<file path="src/pwm_pkg.sv">
/*
  Shared constants and types for the PWM generator unit.
  Assumes a single PWM clock; no register bus, all settings arrive as ports.
*/
package pwm_pkg;

  // ----------------------------------------------------------------------
  // Widths
  // ----------------------------------------------------------------------
  localparam int CNT_W = 16;
  localparam int DB_W = 8;
  localparam int ACT_W = 2;
  localparam int EVT_N = 6;

  // ----------------------------------------------------------------------
  // Event action codes
  // ----------------------------------------------------------------------
  localparam logic [1:0] ACT_NONE = 2'h0;
  localparam logic [1:0] ACT_TOGGLE = 2'h1;
  localparam logic [1:0] ACT_LOW = 2'h2;
  localparam logic [1:0] ACT_HIGH = 2'h3;

  // ----------------------------------------------------------------------
  // Event index into a packed action vector
  // ----------------------------------------------------------------------
  localparam int EV_ZERO = 0;
  localparam int EV_LOAD = 1;
  localparam int EV_MA_UP = 2;
  localparam int EV_MA_DN = 3;
  localparam int EV_MB_UP = 4;
  localparam int EV_MB_DN = 5;

  localparam logic [15:0] CNT_ZERO = 16'h0000;
  localparam logic [15:0] CNT_ONE = 16'h0001;
  localparam logic [7:0] DB_ZERO = 8'h00;
  localparam logic [7:0] DB_ONE = 8'h01;

  typedef enum logic {
    MODE_DOWN,
    MODE_UPDOWN
  } count_mode_t;

endpackage : pwm_pkg
</file>
<file path="src/pwm_action.sv">
/*
  Applies one event action to a single PWM output level.
  Assumes events arrive as one-cycle pulses already filtered for priority.
*/
module pwm_action
  import pwm_pkg::*;
(
  input wire logic clock,
  input wire logic reset_n,
  input wire logic run,
  input wire logic [EVT_N-1:0] events,
  input wire logic [EVT_N*ACT_W-1:0] actions,
  output logic level
);

  logic [ACT_W-1:0] act;

  // Events are mutually exclusive after filtering, so an OR of actions is safe
  always_comb begin
    act = ACT_NONE;
    for (int i = 0; i < EVT_N; i++) begin
      if (events[i]) begin
        act = act | actions[i*ACT_W +: ACT_W];
      end
    end
  end

  always_ff @(posedge clock or negedge reset_n) begin
    if (!reset_n) begin
      level <= 1'b0;
    end else if (run) begin
      unique case (act)
        ACT_NONE: level <= level;
        ACT_TOGGLE: level <= ~level;
        ACT_LOW: level <= 1'b0;
        ACT_HIGH: level <= 1'b1;
      endcase
    end
  end

endmodule : pwm_action

</file>
<file path="src/pwm_deadband.sv">
/*
  Delays the rising edge of a signal by a programmable number of clocks.
  Assumes input comes from flip-flops on the same clock.
*/
module pwm_deadband
  import pwm_pkg::*;
#(
  parameter int WIDTH = DB_W
) (
  input wire logic clock,
  input wire logic reset_n,
  input wire logic din,
  input wire logic [WIDTH-1:0] delay,
  output logic dout
);

  logic [WIDTH-1:0] cnt_ff;

  // Counts cycles din has been high; output rises when count reaches delay
  always_ff @(posedge clock or negedge reset_n) begin
    if (!reset_n) begin
      cnt_ff <= '0;
    end else if (!din) begin
      cnt_ff <= '0;
    end else if (cnt_ff < delay) begin
      cnt_ff <= cnt_ff + WIDTH'(1);
    end
  end

  // Zero delay passes the input straight through
  always_comb begin
    dout = din && (cnt_ff >= delay);
  end

endmodule : pwm_deadband

</file>
<file path="src/pwm_generator_deadband.sv">
/*
  One PWM generator: 16-bit timer, two comparators, event-driven signal
  generator and an optional dead-band stage.
  Assumes all settings come from logic on the same clock; outputs go to an
  output control stage that handles polarity and pin enables.
*/
// Function
// - One 16-bit timer counting down only or alternately up and down.
// - Down mode: load value to zero, reload, keep counting down.
// - Up/down mode: zero up to load, back down to zero, repeat.
// - Direction low in down mode, toggles at reversals in up/down mode.
// - One-cycle pulse at count zero and another at count equal to load.
// - In down mode the load pulse directly follows the zero pulse.
// - Each comparator pulses one cycle when count equals its match value.
// - Up/down matches qualified by direction into up and down events.
// - A match value above the load value never matches.
// - Down mode uses zero, load and both comparators' down matches.
// - Up/down mode uses zero, load and both up and down matches.
// - Matches coinciding with zero or load are ignored.
// - Simultaneous matches: first output uses first, second uses second.
// - Per event and output: no change, toggle, drive low or drive high.
// - Dead-band off: both generator outputs pass unchanged.
// - Dead-band on: second output dropped, both derived from the first.
// - First dead-band output delays each rising edge by a programmed amount.
// - Second dead-band output is inverted input with its own rising delay.
// - Pair active high, never both high, both low only in delays.
// - A downstream stage picks polarity and which signals reach pins.
// - New load and match values take effect when the timer reaches zero.
// - Interrupt on any selected raw event, unaffected by dead-band delays.
module pwm_generator_deadband
  import pwm_pkg::*;
#(
  parameter int WIDTH = CNT_W,
  parameter int DBW = DB_W
) (
  input wire logic clock,
  input wire logic reset_n,
  input wire logic run,
  input wire logic updown_mode,
  input wire logic [WIDTH-1:0] load_value,
  input wire logic [WIDTH-1:0] first_match_value,
  input wire logic [WIDTH-1:0] second_match_value,
  input wire logic [EVT_N*ACT_W-1:0] first_actions,
  input wire logic [EVT_N*ACT_W-1:0] second_actions,
  input wire logic deadband_enable,
  input wire logic [DBW-1:0] rise_delay,
  input wire logic [DBW-1:0] fall_delay,
  input wire logic [EVT_N-1:0] irq_select,
  output logic first_pulse_output,
  output logic second_pulse_output,
  output logic irq,
  output logic [WIDTH-1:0] count_value,
  output logic direction,
  output logic zero_pulse,
  output logic load_pulse
);

  // ----------------------------------------------------------------------
  // Shadowed settings
  // ----------------------------------------------------------------------
  logic [WIDTH-1:0] load_ff;
  logic [WIDTH-1:0] match_a_ff;
  logic [WIDTH-1:0] match_b_ff;
  logic mode_ff;
  logic [WIDTH-1:0] cnt_ff;
  logic dir_ff;
  logic at_zero;

  always_comb begin
    at_zero = (cnt_ff == WIDTH'(CNT_ZERO));
  end

  // Settings only change at zero or while stopped so no pulse is cut short or stretched
  always_ff @(posedge clock or negedge reset_n) begin
    if (!reset_n) begin
      load_ff <= '0;
      match_a_ff <= '0;
      match_b_ff <= '0;
      mode_ff <= MODE_DOWN;
    end else if (!run || at_zero) begin
      load_ff <= load_value;
      match_a_ff <= first_match_value;
      match_b_ff <= second_match_value;
      mode_ff <= updown_mode;
    end
  end

  // ----------------------------------------------------------------------
  // Timer
  // ----------------------------------------------------------------------
  always_ff @(posedge clock or negedge reset_n) begin
    if (!reset_n) begin
      cnt_ff <= '0;
      dir_ff <= 1'b0;
    end else if (!run) begin
      cnt_ff <= '0;
      dir_ff <= 1'b0;
    end else if (mode_ff == MODE_DOWN) begin
      dir_ff <= 1'b0;
      if (at_zero) begin
        cnt_ff <= load_ff;
      end else begin
        cnt_ff <= cnt_ff - WIDTH'(CNT_ONE);
      end
    end else begin
      if (dir_ff) begin
        if (cnt_ff >= load_ff) begin
          dir_ff <= 1'b0;
          cnt_ff <= (load_ff == WIDTH'(CNT_ZERO)) ? cnt_ff : cnt_ff - WIDTH'(CNT_ONE);
        end else begin
          cnt_ff <= cnt_ff + WIDTH'(CNT_ONE);
        end
      end else begin
        if (at_zero) begin
          dir_ff <= 1'b1;
          cnt_ff <= (load_ff == WIDTH'(CNT_ZERO)) ? cnt_ff : cnt_ff + WIDTH'(CNT_ONE);
        end else begin
          cnt_ff <= cnt_ff - WIDTH'(CNT_ONE);
        end
      end
    end
  end

  // ----------------------------------------------------------------------
  // Comparators and events
  // ----------------------------------------------------------------------
  logic ev_zero;
  logic ev_load;
  logic match_a;
  logic match_b;
  logic up_now;
  logic [EVT_N-1:0] ev_a;
  logic [EVT_N-1:0] ev_b;
  logic [EVT_N-1:0] ev_all;

  always_comb begin
    ev_zero = run && at_zero;
    ev_load = run && (cnt_ff == load_ff);
    // Bound check excludes match values above load; a reload can set the count above the new load
    match_a = run && (cnt_ff == match_a_ff) && (match_a_ff <= load_ff);
    match_b = run && (cnt_ff == match_b_ff) && (match_b_ff <= load_ff);
    up_now = (mode_ff == MODE_UPDOWN) && dir_ff;
    ev_all = '0;
    ev_all[EV_ZERO] = ev_zero;
    ev_all[EV_LOAD] = ev_load;
    ev_all[EV_MA_UP] = match_a && up_now;
    ev_all[EV_MA_DN] = match_a && !up_now;
    ev_all[EV_MB_UP] = match_b && up_now;
    ev_all[EV_MB_DN] = match_b && !up_now;
    // Zero takes precedence over load when both hold at load of zero
    ev_a = '0;
    ev_a[EV_ZERO] = ev_zero;
    ev_a[EV_LOAD] = ev_load && !ev_zero;
    ev_b = ev_a;
    if (!ev_zero && !ev_load) begin
      ev_a[EV_MA_UP] = ev_all[EV_MA_UP];
      ev_a[EV_MA_DN] = ev_all[EV_MA_DN];
      ev_b[EV_MB_UP] = ev_all[EV_MB_UP];
      ev_b[EV_MB_DN] = ev_all[EV_MB_DN];
    end
  end

  // ----------------------------------------------------------------------
  // Signal generator
  // ----------------------------------------------------------------------
  logic gen_a;
  logic gen_b;

  pwm_action u_act_a (
    .clock(clock),
    .reset_n(reset_n),
    .run(run),
    .events(ev_a),
    .actions(first_actions),
    .level(gen_a)
  );

  pwm_action u_act_b (
    .clock(clock),
    .reset_n(reset_n),
    .run(run),
    .events(ev_b),
    .actions(second_actions),
    .level(gen_b)
  );

  // ----------------------------------------------------------------------
  // Dead-band
  // ----------------------------------------------------------------------
  logic db_hi;
  logic db_lo;

  pwm_deadband #(.WIDTH(DBW)) u_db_hi (
    .clock(clock),
    .reset_n(reset_n),
    .din(gen_a),
    .delay(rise_delay),
    .dout(db_hi)
  );

  pwm_deadband #(.WIDTH(DBW)) u_db_lo (
    .clock(clock),
    .reset_n(reset_n),
    .din(~gen_a),
    .delay(fall_delay),
    .dout(db_lo)
  );

  // Registered outputs; polarity and pin routing are left downstream
  always_ff @(posedge clock or negedge reset_n) begin
    if (!reset_n) begin
      first_pulse_output <= 1'b0;
      second_pulse_output <= 1'b0;
    end else if (deadband_enable) begin
      first_pulse_output <= db_hi;
      second_pulse_output <= db_lo;
    end else begin
      first_pulse_output <= gen_a;
      second_pulse_output <= gen_b;
    end
  end

  // ----------------------------------------------------------------------
  // Status and interrupt
  // ----------------------------------------------------------------------
  always_ff @(posedge clock or negedge reset_n) begin
    if (!reset_n) begin
      irq <= 1'b0;
      zero_pulse <= 1'b0;
      load_pulse <= 1'b0;
      count_value <= '0;
      direction <= 1'b0;
    end else begin
      irq <= |(ev_all & irq_select);
      zero_pulse <= ev_zero;
      load_pulse <= ev_load;
      count_value <= cnt_ff;
      direction <= dir_ff;
    end
  end

endmodule : pwm_generator_deadband

</file>
<file path="config.mk">
export PLATFORM = sky130hd
export DESIGN_NAME = pwm_generator_deadband
export DESIGN_NICKNAME = d
export VERILOG_FILES = /design/src/pwm_pkg.sv /design/src/pwm_action.sv /design/src/pwm_deadband.sv /design/src/pwm_generator_deadband.sv
export SDC_FILE = /design/constraint.sdc
export NUM_CORES = 1
export LEC_CHECK = 0
export BUFFER_PORTS_ARGS = -buffer_cell sky130_fd_sc_hd__buf_2
export CAP_MARGIN = 40
export CELL_PAD_IN_SITES_DETAIL_PLACEMENT = 0
export CELL_PAD_IN_SITES_GLOBAL_PLACEMENT = 1
export CORE_ASPECT_RATIO = 0.5
export CORE_MARGIN = 4
export CORE_UTILIZATION = 47
export CTS_CLUSTER_DIAMETER = 80
export DETAILED_ROUTE_END_ITERATION = 8
export GPL_TIMING_DRIVEN = 0
export PLACE_DENSITY = 0.93
export SYNTH_ARGS = -nofsm -noshare
export SYNTH_HDL_FRONTEND = slang
export SYNTH_HIERARCHICAL = 1
export SYNTH_SLANG_ARGS = --single-unit
export TNS_END_PERCENT = 30
</file>
<file path="constraint.sdc">
create_clock -name clock -period 4.91 [get_ports clock]
set_clock_uncertainty 0.2 [all_clocks]
set_input_delay 0.491 -clock clock [delete_from_list [all_inputs] [get_ports clock]]
set_output_delay 0.491 -clock clock [all_outputs]
set_load 0.01 [all_outputs]
</file>
==> impl_results.md, run 1 <==
- Crit path time final: 4.11 ns
- Fmax achieved: 244 MHz
- Layout area overhead: 16.7%
- Core area: 14800 um2
- Critical Path, Cell by Cell: clkbuf_1 -> inv_1 -> ha_1 -> nor2b_1 -> o211ai_1 -> a2111oi_0 -> a2111oi_4 -> a21oi_1 -> clkbuf_1 -> a21oi_1 -> o22a_1
- Hold Path Class: input pin to flop
- CTS Buf Count: 9
- Top FF cell, synth: dfrtp_1
- Critical path's slowest cell: a2111oi_0
- Top post-synthesis cells by area: dfrtp_1, ha_1, mux2_2
- Vias in the first global route: 6294
- PortBufs: 120
- Compound-gate portion of the synthesized area: 0.173
- Endpoints failing hold: 0
- Main combinational cell family by area after synthesis: compound AO/OA/AOI/OAI gates
- Clk network pwr share: 0.174
- Register area share after synthesis: 0.366
- Initial Utilization: 0.490
- Synth Register Bits: 106
- Cell Rows: 31
- Die area: 17600 um2
- Synthesized area: 7250 um2
- Yosys warns: 6
- Cells after synthesis: 758
- CTS root buffer: clkbuf_16
- Initial antenna violation count: 0
- Routed length per instance: 19.1 um
- Worst Path Max Fanout: 10
- Post-Synth Simple-Gate Area: 0.171
- Die W: 184 um
- Syn Area/Cell: 9.56 um2
- Clock Pin Slew Worst Setup and Hold Paths: 0.07 ns
- Total power: 4.10 mW
- Adder-Cell Fraction of Synth Area: 0.117
- Crit path arrival time: 4.13 ns
- Total negative setup slack: 0 ns
- Vias per Instance: 5.88
- Most common cell after layout, fill and taps aside: buf_2
- Int Power: 2.38 mW
- First-pass GRT wire length: 33200 um
- Worst Setup End Kind: flop
- Placer Congestion: 0.923
- P_leak: 3.97 nW
- DP HPWL: 16600 um
- Commonest cells after routing, fill and taps aside: buf_2, dfrtp_1, ha_1, nand2_1, o21ai_0
- Die Ht: 95.8 um
- # IOs: 121
- Worst skew pair latency: 0.35 ns
- Routed Wire Length: 21000 um
- CTS tree: built
- WP data required: 4.93 ns
- Sw Ratio: 0.420
- Mux cell area share after synthesis: 0.0706
- P_sw: 1.72 mW
- CTS H-tree depth: 3
- Nets: 1066
- Cell variety after synth: 75
- Post-synth ARST share: 1.00
- Largest area contributor in the netlist: dfrtp_1
- GRT Total Usage: 0.241
- Drc violations: 0
- Flop pwr share: 0.336
- Largest net degree at the start of global routing: 43
- Maximum vdd drop: 0.212 mV
- Worst-Margin Slew: 0.985 ns
- Clock sink total: 106
- Post-synth EDFFs: 0
- Via count: 6471
- Worst setup path class: flop to flop
- Period utilization: 0.836
- Synth Area in XOR/XNOR: 0.0520
- ANT cells: 0
- Worst setup SP type: flop
- Combinational Power Share: 0.490
- Slew headroom: 0.327
- Slew Viols, Final: 0
- RSZ-0062 raised after global routing: false
- Fraction of layout cells with a size suffix above 1: 0.227
- CTS max path bufs: 2
- Total grt overflow: 0
- Routed Antenna Nets: 0
- Status: complete, no violations
- Maxcap violations: 0
- Pwr/cell area: 485 nW/um2
- TritonRoute pass-1 iters: 5
- 1st-iter DRT viols: 685
- # setup viols final: 0
- Post-synth top area share: 0.366
- Worst path max stage delay: 0.86 ns
- CTS resizes: 0
-- synth_stat cells (all sizes together) (5+ instances only) --
cell     instances
or3             12
clkbuf          17
nor3            14
nand3           25
a21oi           33
buf             19
o21ai           57
a2111oi          5
nor2b            6
a21boi           8
mux2            33
a21o            18
nand4           32
mux2i           14
inv             42
and3             7
nor2            36
dfrtp          106
nand2           63
nand2b           9
a22oi           15
nor4            12
ha              68
xnor2           41
o211ai           8
-- stage by stage --
step	utilization	std cells	worst slack [ns]	hold WS [ns]	instance area [um2]
6_report	0.572	1101	0.805	0.147	8460
5_1_grt	0.572	1101	0.602	0.154	8460
4_1_cts	0.572	1101	0.929	0.147	8460
3_5_place_dp	0.552	1085	0.961	0.161	8160
3_3_place_gp	0.549	1083	1.01	0.158	8120
2_1_floorplan	-	765	1.76	-0.00459	7270
-- worst paths after layout --
check                                   start               to  slack [ns]  cells past startpoint
worst max register to register      cnt_ff[0]        cnt_ff[7]        0.80                     11
worst min-delay path            load_value[3]       load_ff[3]        0.15                      3
worst max-delay path                cnt_ff[0]        cnt_ff[7]        0.80                     11
worst min register to register         dir_ff        direction        0.17                      0
max in group asynchronous             reset_n  count_value[10]        3.31                      4
min in group asynchronous             reset_n    match_a_ff[4]        0.38                      2
-- cell type report --
type	instances	area [um2]
fill	1350	6320
multi-input combinational	579	4260
sequential	106	2650
timing repair buffer	123	653
tap	198	248
clock buffer	10	229
buffer	38	203
inverter	42	158
clock inverter	5	56.3
-- kinds of logic (layout without fill, tap and decap cells) --
family,count (synthesis),count (layout)
and+or+nand+nor,231,231
AOI/OAI and AO/OA,182,182
DFF,106,106
buffers and inverters,80,218
adders and majority gates,68,68
muxes,47,47
xor gates and xnor gates,43,43
other,1,8
-- state kept, by name (all words and copies together) (netlist names) --
name,flops
cnt_ff,16
count_value,16
dir_ff,1
direction,1
first_pulse_output,1
irq,1
load_ff,16
load_pulse,1
match_a_ff,16
match_b_ff,16
mode_ff,1
second_pulse_output,1
u_act_a/level,1
u_act_b/level,1
u_db_hi/cnt_ff,8
u_db_lo/cnt_ff,8
zero_pulse,1
-- power by group through the flow --
stage          sequential (mW)  combinational [mW]  clock, mW
6_report                  1.38                2.01      0.716
5_1_grt                   1.41                2.22      0.774
4_1_cts                   1.37                1.98      0.733
3_5_place_dp              1.39                1.97          0
3_3_place_gp              1.38                1.90          0
2_1_floorplan             1.33                1.42          0
-- what timing repair did --
action                                 in CTS  in global routing
hold buffers                                1                  0
endpoints found under the hold margin      24                  0
setup buffers                               0                  0
-- critical path, delay by kind of cell, from the launching register on --
kind | cells | cell delay (ns)
AO/OA/AOI/OAI | 6 | 2.07
buffers and inverters | 3 | 1.00
flip-flops | 1 | 0.37
adder cells (fa/ha/maj) | 1 | 0.22
AND/OR/NAND/NOR | 1 | 0.12
-- routing by layer --
metal / up-vias / track usage / wire length (um)
met4: 0 / 0.0570 / 286
met2: 287 / 0.389 / 9190
met1: 3112 / 0.326 / 9450
met3: 32 / 0.0661 / 2060
li1: 3040 / - / -
met5: - / 0 / 0
Power figures use the tool's default switching activity.
==> inputs of run 2 (changes only) <==
--- a/config.mk
+++ b/config.mk
@@ -11,11 +11,11 @@
 export CELL_PAD_IN_SITES_GLOBAL_PLACEMENT = 1
 export CORE_ASPECT_RATIO = 0.5
 export CORE_MARGIN = 4
-export CORE_UTILIZATION = 47
+export CORE_UTILIZATION = 44
 export CTS_CLUSTER_DIAMETER = 80
 export DETAILED_ROUTE_END_ITERATION = 8
 export GPL_TIMING_DRIVEN = 0
-export PLACE_DENSITY = 0.93
+export PLACE_DENSITY = 0.88
 export SYNTH_ARGS = -nofsm -noshare
 export SYNTH_HDL_FRONTEND = slang
 export SYNTH_HIERARCHICAL = 1
==> constraint.sdc (replaced) <==
create_clock -name clock -period 4 [get_ports clock]
set_clock_uncertainty 0.2 [all_clocks]
set_input_delay 0.4 -clock clock [delete_from_list [all_inputs] [get_ports clock]]
set_output_delay 0.4 -clock clock [all_outputs]
set_load 0.01 [all_outputs]
==> impl_results.md, run 2 (synthesis gave the netlist of run 1 again) <==
- Status: complete, no violations (unchanged)
- Fraction of layout cells with a size suffix above 1: 0.234 (was 0.227)
- Routed Antenna Nets: 0 (unchanged)
- Slew Viols, Final: 0 (unchanged)
- Nets: 1068 (was 1066)
- Highest routed layer: met4 (unchanged)
- Drc violations: 0 (unchanged)
- TritonRoute pass-1 iters: 5 (unchanged)
- Worst Path Max Fanout: 10 (unchanged)
- Vias per Instance: 5.73 (was 5.88)
- Period utilization: 0.962 (was 0.836)
- Routed Wire Length: 21300 um (was 21000 um)
- Hold Path Class: input pin to flop (unchanged)
- Combinational Power Share: 0.495 (was 0.490)
- Multi-input gate area: 4270 um2 (was 4260 um2)
- Die W: 189 um (was 184 um)
- # IOs: 121 (unchanged)
- CTS root buffer: clkbuf_16 (unchanged)
- Fin area: 8510 um2 (was 8460 um2)
- P_leak: 3.98 nW (was 3.97 nW)
- Met2 wire len: 9230 um (was 9190 um)
- WL met3: 1660 um (was 2060 um)
- P_sw: 2.17 mW (was 1.72 mW)
- Worst setup SP type: flop (unchanged)
- Initial antenna violation count: 0 (unchanged)
- Maxcap violations: 0 (unchanged)
- Met1 wire length: 10000 um (was 9450 um)
- Core area: 15800 um2 (was 14800 um2)
- First-pass GRT wire length: 34200 um (was 33200 um)
- Worst-Margin Slew: 0.790 ns (was 0.985 ns)
- Cell Rows: 32 (was 31)
- Die area: 18700 um2 (was 17600 um2)
- Post-layout util: 0.539 (was 0.572)
- CTS Buf Count: 9 (unchanged)
- Crit path time final: 3.85 ns (was 4.11 ns)
- ANT cells: 0 (unchanged)
- DP HPWL: 16800 um (was 16600 um)
- Clock sink total: 106 (unchanged)
- Slew headroom: 0.473 (was 0.327)
- CTS max path bufs: 2 (unchanged)
- Die Ht: 98.7 um (was 95.8 um)
- GRT Total Usage: 0.228 (was 0.241)
- Pwr/cell area: 595 nW/um2 (was 485 nW/um2)
- Via count: 6463 (was 6471)
- Endpoints failing hold: 0 (unchanged)
- Clk network pwr share: 0.172 (was 0.174)
- Most common cell after layout, fill and taps aside: buf_2 (unchanged)
- Storage cell area: 2650 um2 (unchanged)
- Largest net degree at the start of global routing: 62 (was 43)
- Worst Setup End Kind: flop (unchanged)
- Total grt overflow: 0 (unchanged)
- Layout area overhead: 17.5% (was 16.7%)
- Vias in the first global route: 6387 (was 6294)
- Fmax achieved: 260 MHz (was 244 MHz)
- Sw Ratio: 0.429 (was 0.420)
- WP data required: 4.02 ns (was 4.93 ns)
- # setup viols final: 0 (unchanged)
- Commonest cells after routing, fill and taps aside: buf_2, dfrtp_1, ha_1, nand2_1, o21ai_0 (unchanged)
- Placed cell area: 8180 um2 (was 8160 um2)
- Fill count: 1482 (was 1350)
- CTS H-tree depth: 3 (unchanged)
- Flop pwr share: 0.332 (was 0.336)
- 1st-iter DRT viols: 567 (was 685)
- RSZ-0062 raised after global routing: true (was false)
- Placer Congestion: 0.932 (was 0.923)
- Worst skew pair latency: 0.36 ns (was 0.35 ns)
- Crit path arrival time: 3.86 ns (was 4.13 ns)
- PortBufs: 120 (unchanged)
- Clock Pin Slew Worst Setup and Hold Paths: 0.08 ns (was 0.07 ns)
- Initial Utilization: 0.459 (was 0.490)
- Maximum vdd drop: 0.278 mV (was 0.212 mV)
- CTS tree: built (unchanged)
- Routed length per instance: 18.9 um (was 19.1 um)
- Worst setup path class: flop to flop (unchanged)
- Int Power: 2.89 mW (was 2.38 mW)
[run 2: changes by cell type in the layout (fill, tap and decap cells not counted), sizes merged]
cell      change
buf           +2
bufinv        -1
clkbuf        -1
clkinv        -1
clkinvlp      +1
inv           +3
[run 2: timing repair]
action / CTS / global route
endpoints found under the hold margin: 60 / 0
setup buffers: 0 / 3
hold buffers: 1 / 0
resized for setup: 0 / 7
setup endpoints to repair: 0 / 9
[run 2: worst paths after layout]
kind | start | to | slack (ns) | depth (start not counted)
worst min register to register | dir_ff | direction | 0.18 | 0
worst max register to register | cnt_ff[0] | cnt_ff[10] | 0.15 | 11
min in group asynchronous | reset_n | match_b_ff[1] | 0.47 | 2
worst min-delay path | load_value[13] | load_ff[13] | 0.05 | 3
worst max-delay path | cnt_ff[0] | cnt_ff[10] | 0.15 | 11
max in group asynchronous | reset_n | load_pulse | 2.41 | 3
[run 2: layout make-up]
| cell class | instances | area share |
|---|---|---|
| Clock buffer | 9 | 0.0265 |
| Inverter | 42 | 0.0185 |
| Timing Repair Buffer | 125 | 0.0779 |
| Clock inverter | 7 | 0.00720 |
| Tap cell | 221 | 0.0325 |
| Sequential cell | 106 | 0.312 |
| Multi-Input combinational cell | 579 | 0.501 |
| Buffer | 38 | 0.0243 |
[run 2: worst max-delay path, cell delays in order (launching register included)]
cell       delay (ns)
dfrtp_1          0.37
clkbuf_1         0.35
inv_1            0.20
ha_1             0.32
nand4_1          0.10
nor2_1           0.07
nand4b_1         0.23
a2111oi_4        0.73
a21oi_1          0.34
clkbuf_1         0.33
nor4_1           0.37
a21oi_1          0.09
[run 2: through the flow]
stage	setup slack [ns]	hold WS, ns	TNS (ns)	cells	total power [mW]
2_1_floorplan	0.850	-0.0956	0	765	3.37
3_3_place_gp	0.106	0.161	0	1106	4.03
3_5_place_dp	0.0783	0.163	0	1107	4.13
4_1_cts	0.0540	0.0422	0	1124	5.03
5_1_grt	-0.0191	0.0508	-0.0337	1127	5.44
6_report	0.154	0.0508	0	1127	5.07
[run 2: power groups by stage]
| stage | combinational, mW | sequential, mW | clock (mW) |
|---|---|---|---|
| 2_1_floorplan | 1.74 | 1.63 | 0 |
| 3_3_place_gp | 2.34 | 1.69 | 0 |
| 3_5_place_dp | 2.44 | 1.70 | 0 |
| 4_1_cts | 2.45 | 1.68 | 0.898 |
| 5_1_grt | 2.77 | 1.72 | 0.946 |
| 6_report | 2.51 | 1.68 | 0.874 |
[run 2: per-layer routing]
metal | global-route usage | up-vias
met3 | 0.0460 | 42
met2 | 0.353 | 260
met4 | 0.0656 | 0
met5 | 0 | -
li1 | - | 3057
met1 | 0.325 | 3104
